## config.mk

```make
export PLATFORM = sky130hd
export DESIGN_NAME = trgr_router
export DESIGN_NICKNAME = d
export VERILOG_FILES = /design/src/hw/trgr_pkg.sv /design/src/hw/trgr_router.sv
export SDC_FILE = /design/constraint.sdc
export NUM_CORES = 1
export LEC_CHECK = 0
export BUFFER_PORTS_ARGS = -buffer_cell sky130_fd_sc_hd__buf_2
export CAP_MARGIN = 10
export CORE_ASPECT_RATIO = 1.75
export CORE_MARGIN = 2
export CORE_UTILIZATION = 45
export CTS_CLUSTER_DIAMETER = 150
export CTS_CLUSTER_SIZE = 25
export DETAILED_ROUTE_END_ITERATION = 8
export PLACE_DENSITY = 0.7
export SLEW_MARGIN = 20
export SYNTH_ARGS = -nofsm -noshare
export SYNTH_HDL_FRONTEND = slang
export SYNTH_SLANG_ARGS = --single-unit
```

## constraint.sdc

```tcl
create_clock -name clk -period 2.5 [get_ports clk]
set_clock_uncertainty 0.15 [all_clocks]
set_input_delay 0.5 -clock clk [delete_from_list [all_inputs] [get_ports clk]]
set_output_delay 0.5 -clock clk [all_outputs]
set_load 0.03 [all_outputs]
```

## src/hw/trgr_pkg.sv

```systemverilog
// Constants and carrier types for the trigger and timebase source router.
// Assumes a single 250 MHz clock and synchronous trigger inputs.
//
// Operation
// RQ1 - Any of eight backplane lines is a source
// RQ2 - Either front trigger line is a source
// RQ3 - Star trigger usable only from slot three up
// RQ4 - No star or 10 MHz without backplane
// RQ5 - 10 MHz clock routes only to timebase
// RQ6 - One shared start event on start transition
// RQ7 - Shared event when interface becomes communicating
// RQ8 - Communicating event offered as alternate start
// RQ9 - Cycle start pulse output every bus cycle
// RQ10 - Macrotick valid only while communicating
// RQ11 - Macrotick routes to backplane or front outputs
// RQ12 - Macrotick timebase drives timestamps, cycle count readable
// RQ13 - Cycle start and macrotick need bus variant
// RQ14 - Local 1 MHz routes to backplane lines only
// RQ15 - Illegal pairings rejected, routing left untouched
package trgr_pkg;

  // ==========================================================
  // Sizes and timing
  localparam int BP_LINES      = 8;
  localparam int FRONT_LINES   = 2;
  localparam int STAR_MIN_SLOT = 3;
  localparam int SLOT_W        = 4;
  localparam int CLK_FREQ_HZ   = 250_000_000;
  localparam int OSC_FREQ_HZ   = 1_000_000;
  localparam int OSC_HALF_CYC  = CLK_FREQ_HZ / (2 * OSC_FREQ_HZ);
  localparam int OSC_CNT_W     = 8;
  localparam int TS_W          = 32;
  localparam int MT_W          = 16;

  localparam logic [OSC_CNT_W-1:0] OSC_LAST =
    OSC_CNT_W'(OSC_HALF_CYC - 1);

  // ==========================================================
  // Source and destination codes
  typedef enum logic [3:0] {
    SRC_BP_TRIG             = 4'h0,
    SRC_FRONT_TRIGGER_A     = 4'h1,
    SRC_FRONT_TRIGGER_B     = 4'h2,
    SRC_STAR                = 4'h3,
    SRC_BP_CLK10            = 4'h4,
    SRC_IF_START_EVENT      = 4'h5,
    SRC_COMMUNICATING_EVENT = 4'h6,
    SRC_CYCLE_START_PULSE   = 4'h7,
    SRC_BUS_MACROTICK       = 4'h8,
    SRC_LOCAL_1MHZ_OSC      = 4'h9
  } trgr_src_e;

  typedef enum logic [2:0] {
    DST_BP_TRIG              = 3'h0,
    DST_FRONT_TRIGGER_A      = 3'h1,
    DST_FRONT_TRIGGER_B      = 3'h2,
    DST_START                = 3'h3,
    DST_CARD_TIMEBASE_SELECT = 3'h4
  } trgr_dst_e;

  // ==========================================================
  // Carriers
  typedef struct packed {
    logic      on;
    trgr_src_e src;
    logic [2:0] idx;
  } trgr_route_s;

  typedef struct packed {
    logic       valid;
    logic       disconnect;
    trgr_src_e  src;
    logic [2:0] srcIdx;
    trgr_dst_e  dst;
    logic [2:0] dstIdx;
  } trgr_req_s;

  typedef struct packed {
    logic accept;
    logic reject;
  } trgr_resp_s;

  typedef struct packed {
    logic                    strapDone;
    logic [SLOT_W-1:0]       slot;
    trgr_route_s [BP_LINES-1:0]    bpRoute;
    trgr_route_s [FRONT_LINES-1:0] frontRoute;
    trgr_route_s             startRoute;
    trgr_route_s             tbRoute;
    logic [OSC_CNT_W-1:0]    oscCnt;
    logic                    oscLvl;
    logic                    startEvt;
    logic                    commEvt;
    logic                    mtPrev;
    logic                    startPrev;
    logic                    tbPrev;
    logic [TS_W-1:0]         ts;
    logic [MT_W-1:0]         cycleMt;
    trgr_resp_s              resp;
    logic [BP_LINES-1:0]     bpOut;
    logic [BP_LINES-1:0]     bpOe;
    logic [FRONT_LINES-1:0]  frontOut;
    logic [FRONT_LINES-1:0]  frontOe;
    logic                    startTrig;
  } trgr_state_s;

endpackage

```

## src/hw/trgr_router.sv

```systemverilog
// Source side of the trigger and timebase routing matrix.
// Assumes all trigger inputs are synchronous to clk and that the
// surrounding pad logic resolves the backplane and front line wires
// from the output enables.
module trgr_router #(
  parameter bit HAS_BACKPLANE = 1'b1,
  parameter bit IS_FLEXRAY    = 1'b1
) (
  input  wire logic                                clk,
  input  wire logic                                rst,
  input  wire logic [trgr_pkg::SLOT_W-1:0]         slotNum,
  input  wire trgr_pkg::trgr_req_s                 req,
  output trgr_pkg::trgr_resp_s                     resp,
  input  wire logic [trgr_pkg::BP_LINES-1:0]       bpTrigIn,
  output logic [trgr_pkg::BP_LINES-1:0]            bpTrigOut,
  output logic [trgr_pkg::BP_LINES-1:0]            bpTrigOe,
  input  wire logic [trgr_pkg::FRONT_LINES-1:0]    frontIn,
  output logic [trgr_pkg::FRONT_LINES-1:0]         frontOut,
  output logic [trgr_pkg::FRONT_LINES-1:0]         frontOe,
  input  wire logic                                starIn,
  input  wire logic                                clk10In,
  input  wire logic                                ifStartPulse,
  input  wire logic                                ifStopPulse,
  input  wire logic                                ifCommunicating,
  input  wire logic                                cycleStartIn,
  input  wire logic                                macrotickIn,
  output logic                                     startTrigPulse,
  output trgr_pkg::trgr_route_s                    cardTimebaseSelect,
  output logic [trgr_pkg::TS_W-1:0]                timestampCount,
  output logic [trgr_pkg::MT_W-1:0]                cycleMacrotick
);

  // ==========================================================
  // Elaboration checks
  if (trgr_pkg::OSC_HALF_CYC < 1)
  begin : gChkOsc
    $error("Clock too slow for the local 1 MHz source");
  end
  if (trgr_pkg::OSC_HALF_CYC > (1 << trgr_pkg::OSC_CNT_W))
  begin : gChkOscW
    $error("Oscillator counter too narrow");
  end
  // Route and request indices are three bits wide
  if (trgr_pkg::BP_LINES > 8)
  begin : gChkBp
    $error("Too many backplane lines for a three bit index");
  end
  // Front destinations are decoded as two fixed codes, A and B
  if (trgr_pkg::FRONT_LINES != 2)
  begin : gChkFront
    $error("Front destination codes serve exactly two lines");
  end

  // ==========================================================
  // State
  trgr_pkg::trgr_state_s state_ff;
  trgr_pkg::trgr_state_s nxt_state;
  logic                  mtLvl;
  logic                  cycLvl;
  logic                  tbLvl;
  logic                  startLvl;

  // Macrotick only exists on the bus variant and once communicating
  assign mtLvl  = IS_FLEXRAY & ifCommunicating & macrotickIn; // RQ10
  assign cycLvl = IS_FLEXRAY & cycleStartIn; // RQ13

  // ==========================================================
  // Level of a routed source
  function automatic logic srcLevel(trgr_pkg::trgr_route_s r);
    logic lvl;
    lvl = 1'b0;
    unique case (r.src)
      trgr_pkg::SRC_BP_TRIG:             lvl = bpTrigIn[r.idx]; // RQ1
      trgr_pkg::SRC_FRONT_TRIGGER_A:     lvl = frontIn[0]; // RQ2
      trgr_pkg::SRC_FRONT_TRIGGER_B:     lvl = frontIn[1]; // RQ2
      trgr_pkg::SRC_STAR:                lvl = HAS_BACKPLANE & starIn;
      trgr_pkg::SRC_BP_CLK10:            lvl = HAS_BACKPLANE & clk10In;
      trgr_pkg::SRC_IF_START_EVENT:      lvl = state_ff.startEvt; // RQ6
      trgr_pkg::SRC_COMMUNICATING_EVENT: lvl = state_ff.commEvt; // RQ7
      trgr_pkg::SRC_CYCLE_START_PULSE:   lvl = cycLvl; // RQ9
      trgr_pkg::SRC_BUS_MACROTICK:       lvl = mtLvl; // RQ10
      trgr_pkg::SRC_LOCAL_1MHZ_OSC:      lvl = state_ff.oscLvl;
      default:                           lvl = 1'b0;
    endcase
    return r.on & lvl;
  endfunction

  // ==========================================================
  // Allowed pairing of source and destination
  function automatic logic pairOk(trgr_pkg::trgr_src_e s,
                                  trgr_pkg::trgr_dst_e d,
                                  logic [trgr_pkg::SLOT_W-1:0] slot);
    logic toLine;
    logic ok;
    toLine = (d == trgr_pkg::DST_BP_TRIG) ||
             (d == trgr_pkg::DST_FRONT_TRIGGER_A) ||
             (d == trgr_pkg::DST_FRONT_TRIGGER_B);
    ok = 1'b0;
    unique case (s)
      trgr_pkg::SRC_BP_TRIG,
      trgr_pkg::SRC_FRONT_TRIGGER_A,
      trgr_pkg::SRC_FRONT_TRIGGER_B:
        ok = (d == trgr_pkg::DST_START) ||
             (d == trgr_pkg::DST_CARD_TIMEBASE_SELECT); // RQ1 RQ2
      trgr_pkg::SRC_STAR:
        ok = HAS_BACKPLANE && (d == trgr_pkg::DST_START) &&
             (slot >= trgr_pkg::SLOT_W'(trgr_pkg::STAR_MIN_SLOT)); // RQ3 RQ4
      trgr_pkg::SRC_BP_CLK10:
        ok = HAS_BACKPLANE &&
             (d == trgr_pkg::DST_CARD_TIMEBASE_SELECT); // RQ4 RQ5
      trgr_pkg::SRC_IF_START_EVENT:
        ok = toLine; // RQ6
      trgr_pkg::SRC_COMMUNICATING_EVENT:
        ok = toLine; // RQ8
      trgr_pkg::SRC_CYCLE_START_PULSE:
        ok = IS_FLEXRAY && toLine; // RQ9 RQ13
      trgr_pkg::SRC_BUS_MACROTICK:
        ok = IS_FLEXRAY && (toLine ||
             (d == trgr_pkg::DST_CARD_TIMEBASE_SELECT)); // RQ11 RQ13
      trgr_pkg::SRC_LOCAL_1MHZ_OSC:
        ok = (d == trgr_pkg::DST_BP_TRIG); // RQ14
      default:
        ok = 1'b0;
    endcase
    return ok;
  endfunction

  // ==========================================================
  // Destination code within range
  function automatic logic dstOk(trgr_pkg::trgr_dst_e d);
    return (d == trgr_pkg::DST_BP_TRIG) ||
           (d == trgr_pkg::DST_FRONT_TRIGGER_A) ||
           (d == trgr_pkg::DST_FRONT_TRIGGER_B) ||
           (d == trgr_pkg::DST_START) ||
           (d == trgr_pkg::DST_CARD_TIMEBASE_SELECT);
  endfunction

  // ==========================================================
  // Next state
  always_comb
  begin
    trgr_pkg::trgr_route_s newRoute;
    logic                  doWrite;
    newRoute  = '0;
    doWrite   = 1'b0;
    nxt_state = state_ff;
    nxt_state.resp = '0;

    // Slot strap taken once, just after reset release
    if (!state_ff.strapDone)
    begin
      nxt_state.slot      = slotNum;
      nxt_state.strapDone = 1'b1;
    end

    // Local 1 MHz square wave from the system clock
    if (state_ff.oscCnt == trgr_pkg::OSC_LAST)
    begin
      nxt_state.oscCnt = '0;
      nxt_state.oscLvl = ~state_ff.oscLvl;
    end
    else
    begin
      nxt_state.oscCnt = state_ff.oscCnt + 1'b1;
    end

    // Shared start event, start wins over a coincident stop
    if (ifStopPulse)
    begin
      nxt_state.startEvt = 1'b0;
    end
    if (ifStartPulse)
    begin
      nxt_state.startEvt = 1'b1; // RQ6
    end

    // Communicating event rises on entry to communicating
    nxt_state.commEvt = ifCommunicating; // RQ7

    // Macrotick count within the current cycle
    nxt_state.mtPrev = mtLvl;
    if (cycLvl)
    begin
      nxt_state.cycleMt = '0; // RQ12
    end
    else if (mtLvl && !state_ff.mtPrev)
    begin
      nxt_state.cycleMt = state_ff.cycleMt + 1'b1; // RQ12
    end

    // Connect and disconnect requests
    if (req.valid)
    begin
      if (!dstOk(req.dst))
      begin
        nxt_state.resp.reject = 1'b1; // RQ15
      end
      else if (req.disconnect)
      begin
        doWrite = 1'b1;
        nxt_state.resp.accept = 1'b1;
      end
      else if (pairOk(req.src, req.dst, state_ff.slot))
      begin
        newRoute.on  = 1'b1;
        newRoute.src = req.src;
        newRoute.idx = req.srcIdx;
        doWrite      = 1'b1;
        nxt_state.resp.accept = 1'b1;
      end
      else
      begin
        nxt_state.resp.reject = 1'b1; // RQ15
      end
    end

    // Store the route at its destination
    if (doWrite)
    begin
      unique case (req.dst)
        trgr_pkg::DST_BP_TRIG:
          nxt_state.bpRoute[req.dstIdx] = newRoute;
        trgr_pkg::DST_FRONT_TRIGGER_A:
          nxt_state.frontRoute[0] = newRoute;
        trgr_pkg::DST_FRONT_TRIGGER_B:
          nxt_state.frontRoute[1] = newRoute;
        trgr_pkg::DST_START:
          nxt_state.startRoute = newRoute;
        trgr_pkg::DST_CARD_TIMEBASE_SELECT:
          nxt_state.tbRoute = newRoute; // RQ5
        default:
          nxt_state.tbRoute = state_ff.tbRoute;
      endcase
    end

    // Drive routed sources onto the trigger lines
    for (int i = 0; i < trgr_pkg::BP_LINES; i++)
    begin
      nxt_state.bpOut[i] = srcLevel(state_ff.bpRoute[i]); // RQ11 RQ14
      nxt_state.bpOe[i]  = state_ff.bpRoute[i].on;
    end
    for (int i = 0; i < trgr_pkg::FRONT_LINES; i++)
    begin
      nxt_state.frontOut[i] = srcLevel(state_ff.frontRoute[i]); // RQ11
      nxt_state.frontOe[i]  = state_ff.frontRoute[i].on;
    end

    // Start request on rising edge of the routed start source
    nxt_state.startPrev = startLvl;
    nxt_state.startTrig = startLvl & ~state_ff.startPrev;

    // Timestamp counter ticks on the selected timebase
    nxt_state.tbPrev = tbLvl;
    if (tbLvl && !state_ff.tbPrev)
    begin
      nxt_state.ts = state_ff.ts + 1'b1; // RQ12
    end
  end

  // Start source and timebase levels, timebase on local 1 MHz by default.
  // Kept in a process: the level function reads the line inputs
  // directly, and a continuous assignment would only wake up on a
  // change of its route argument, lagging the lines by a cycle.
  always_comb
  begin
    startLvl = srcLevel(state_ff.startRoute);
    if (state_ff.tbRoute.on)
    begin
      tbLvl = srcLevel(state_ff.tbRoute); // RQ5 RQ12
    end
    else
    begin
      tbLvl = state_ff.oscLvl;
    end
  end

  // ==========================================================
  // State register
  always_ff @(posedge clk)
  begin
    if (rst)
    begin
      state_ff <= '0;
    end
    else
    begin
      state_ff <= nxt_state;
    end
  end

  // ==========================================================
  // Outputs straight from the state register
  assign resp               = state_ff.resp;
  assign bpTrigOut          = state_ff.bpOut;
  assign bpTrigOe           = state_ff.bpOe;
  assign frontOut           = state_ff.frontOut;
  assign frontOe            = state_ff.frontOe;
  assign startTrigPulse     = state_ff.startTrig;
  assign cardTimebaseSelect = state_ff.tbRoute;
  assign timestampCount     = state_ff.ts;
  assign cycleMacrotick     = state_ff.cycleMt;

endmodule // trgr_router
```

==> impl_metrics.toml <==
[power_and_ir_drop]
comb_power_share_pct = 6.2
power.density_nw_per_um2 = 557
power.leakage_nw = 4.56
clkPwrFrac_pct = 44.9
seq_power_share_pct = 48.9
power.switching_mw = 1.48
ir_drop_v = 0.000483
switching_share_pct = 24.3
intPower_mw = 4.63

[drt]
dr_total_vias = 7809
wl_per_cell_um = 18.4
avgViaCountPerCell = 5.73
drt_first_pass_iters = 7
ant_nets = 0
wirelength_mm = 25.1
drcViolationCount = 0
drt_iter0_drc = 428

[run]
cap_violations = 0

[logic_synthesis]
syn_avg_cell_area_um2 = 9.30
ys_ff_latch = 186
synth_fa_ha_area_share_pct = 0.639
synth_ff_type = "dfxtp_1"
syn-num-nets = 1073
syn_inst = 1031
synth_edf_count = 0
synth-async-reset-ratio_pct = 0
synth-xor-area-share_pct = 3.29
synth_top_family_by_area = "multiplexers"
synth-compound-area-share_pct = 9.04
synthMuxAreaShare_pct = 19.9
ys_types = 61
synth_warnings = 0
yosys.area_share.simple_pct = 17.9
syn-cell-area_um2 = 9590
synth.yosys.seq_area_share_pct = 38.8

[critical_path]
r2r_end = "timestampCount[1]"
cpPeakStageDelay_ns = 0.55
critPathRequiredTime_ns = 2.69
rrSetupSlack_ns = 0.07
critPathArrivalTime_ns = 2.62
startpoint_type = "register"
critPathMaxFanout = 6
crit_chain = "mux2i_1, a21oi_1, a2111o_1, o211ai_2, buf_4, nor3b_1, a31o_2"
crit_path_end_kind = "register"
worst-setup-path-type = "register to register"
r2r_cells = 7
reg2reg_from = "cardTimebaseSelect[4]"
critPathTopFamily = "compound AO/OA/AOI/OAI gates"
cp_slowest_cell = "a2111o_1"
crit_buf_inv = 1

[floorplanning]
initial_core_util_pct = 45.8
io_pins = 117
die_h_um = 197
core.rowCount = 70
die_area_um2 = 22500
die_w_um = 114
core_area_um2 = 20900

[grt]
grt_overflow = 0
grt_max_degree = 66
grt_pass1_wl_mm = 40.4
track_usage_pct = 22.9
antenna_found_initial = 0
grt_pass1_vias = 7965

[clocking]
root_buffer = "clkbuf_16"
cts.sinks = 186
cts_tree = "done"
clock_latency_ns = 0.44
cts.htree.levels = 4
clk_path_buf_depth = 2
cts_buffers = 17
cts.clk_slew.worst_paths_ns = 0.07

[cells_and_area]
n_antenna_cell = 0
drive_gt1_share_pct = 26.3
area_growth_pct = 14.4
final_core_util_pct = 52.4
nets = 1139
nFillCells = 1914
fin_area_um2 = 11000

[sta]
report.final.slew_viol_count = 0
whs_ns = 0.113
tightestPinTransition_ns = 0.525
hold_violations = 0
rsz0062_at_grt = "true"
period_needed_ns = 2.43
fmax_mhz = 411
finalSetupViolCount = 0
slew_headroom_pct = 65.0
fin_crit_sh_pct = 97.4

[min_path]
whs_path_depth = 3
hold_path_class = "input pin to register"
hp-start = "ifStartPulse"
worstHoldEndpoint = "state_ff[75]"

[placement]
portBuffers = 116
place_area_um2 = 10400
place_congestion = 0.931
dp_hpwl_mm = 18.4

[outcome]
outcome = "finished clean"
[layer usage]
metal,vias up,GRT usage [%],share of wire [%]
met5,-,0,0
met4,0,13.8,5.8
met3,88,4.88,5.1
met2,259,41.5,52
met1,3756,23.9,37
li1,3706,-,-
[stage by stage]
stage / std cells / power [mW] / setup WS (ns) / TNS (ns)
after global placement: 1330 / 3.42 / -0.0718 / -0.114
after CTS: 1362 / 6.17 / 0.0370 / 0
after global routing: 1362 / 6.32 / -0.0221 / -0.0566
final: 1362 / 6.11 / 0.0659 / 0
after detailed placement: 1330 / 3.43 / -0.114 / -1.03
after floorplan: 1031 / 3.28 / -0.0999 / -1.84
[sequential cells by signal (all words and copies together), names as in the netlist]
signal and flops:
bpTrigOe 8, bpTrigOut 8, cardTimebaseSelect 8, cycleMacrotick 16, frontOe 2, frontOut 2
nxt_state 10, resp 2, startTrigPulse 1, state_ff 97, timestampCount 32
[power by group through the flow]
stage | registers, mW | logic, mW | clock network, mW
after global placement | 3.06 | 0.363 | 0
after floorplan | 3.05 | 0.226 | 0
after detailed placement | 3.06 | 0.371 | 0
after global routing | 2.99 | 0.406 | 2.92
after CTS | 2.99 | 0.373 | 2.81
final | 2.99 | 0.379 | 2.75
[layout make-up]
type	instances	area, µm²	area share (%)
clock buffers	18	429	3.91
clock inverters	14	160	1.46
inverters	24	90.1	0.821
multi-input cells	668	4900	44.7
flip-flops and latches	186	3720	33.9
well taps	252	315	2.87
repair buffers	200	1350	12.3
[tightest hold or removal path, stage by stage]
cell,delay (ns)
buf_2,0.08
a21oi_1,0.03
nor2_1,0.06
[cells in the mapped netlist (all sizes together), types with 5 or more instances]
master | count | area (µm²)
nand3 | 29 | 145
or3 | 12 | 75.1
dfxtp | 186 | 3720
a21oi | 49 | 245
o21ai | 30 | 150
xor2 | 30 | 263
o32a | 9 | 90.1
nor3 | 30 | 173
o2111ai | 15 | 131
xnor2 | 6 | 52.6
o211ai | 5 | 47.5
or2 | 5 | 31.3
nand2 | 124 | 465
inv | 24 | 90.1
and3 | 14 | 87.6
buf | 91 | 673
nor2b | 20 | 125
nor4 | 15 | 109
nand4 | 9 | 56.3
mux4 | 34 | 766
mux2i | 110 | 1100
nor2 | 69 | 259
clkbuf | 62 | 233
[cells by family (layout without fill, tap and decap cells)]
family / count (synthesis) / after routing
muxes: 148 / 148
DFF: 186 / 186
adders and majority gates: 5 / 5
and+or+nand+nor: 350 / 350
buffers and inverters: 177 / 256
AOI/OAI and AO/OA: 129 / 129
xor gates and xnor gates: 36 / 36
[what timing repair did]
action / 4_1_cts / 5_1_grt
setup endpoints to repair: 0 / 9
gates resized for setup: 0 / 7
hold buffers: 0 / 0
buffers inserted: 0 / 0
[layout by cell type (no fill, tap or decap), types with 11 or more instances in the layout]
cell type / instances
a21oi_1: 49
o2111ai_1: 14
mux2i_1: 110
nor2_1: 69
dfxtp_1: 185
nand2_1: 124
or3_1: 12
buf_2: 116
nand3_1: 29
nor3_1: 26
buf_12: 11
o21ai_0: 28
buf_4: 72
nor4_1: 13
inv_1: 23
xor2_1: 30
nor2b_1: 20
mux4_2: 34
and3_1: 14
clkbuf_16: 17
[how the worst max path moves through the flow]
stage,end,start,depth (start not counted)
3_3_place_gp,timestampCount[31],bpTrigIn[5],8
4_1_cts,timestampCount[31],cardTimebaseSelect[0],7
3_5_place_dp,timestampCount[31],bpTrigIn[5],8
6_report,timestampCount[1],cardTimebaseSelect[4],7
2_1_floorplan,state_ff[141],req[3],9
5_1_grt,timestampCount[1],cardTimebaseSelect[4],7
No activity file was read; power rests on OpenSTA's default activity.
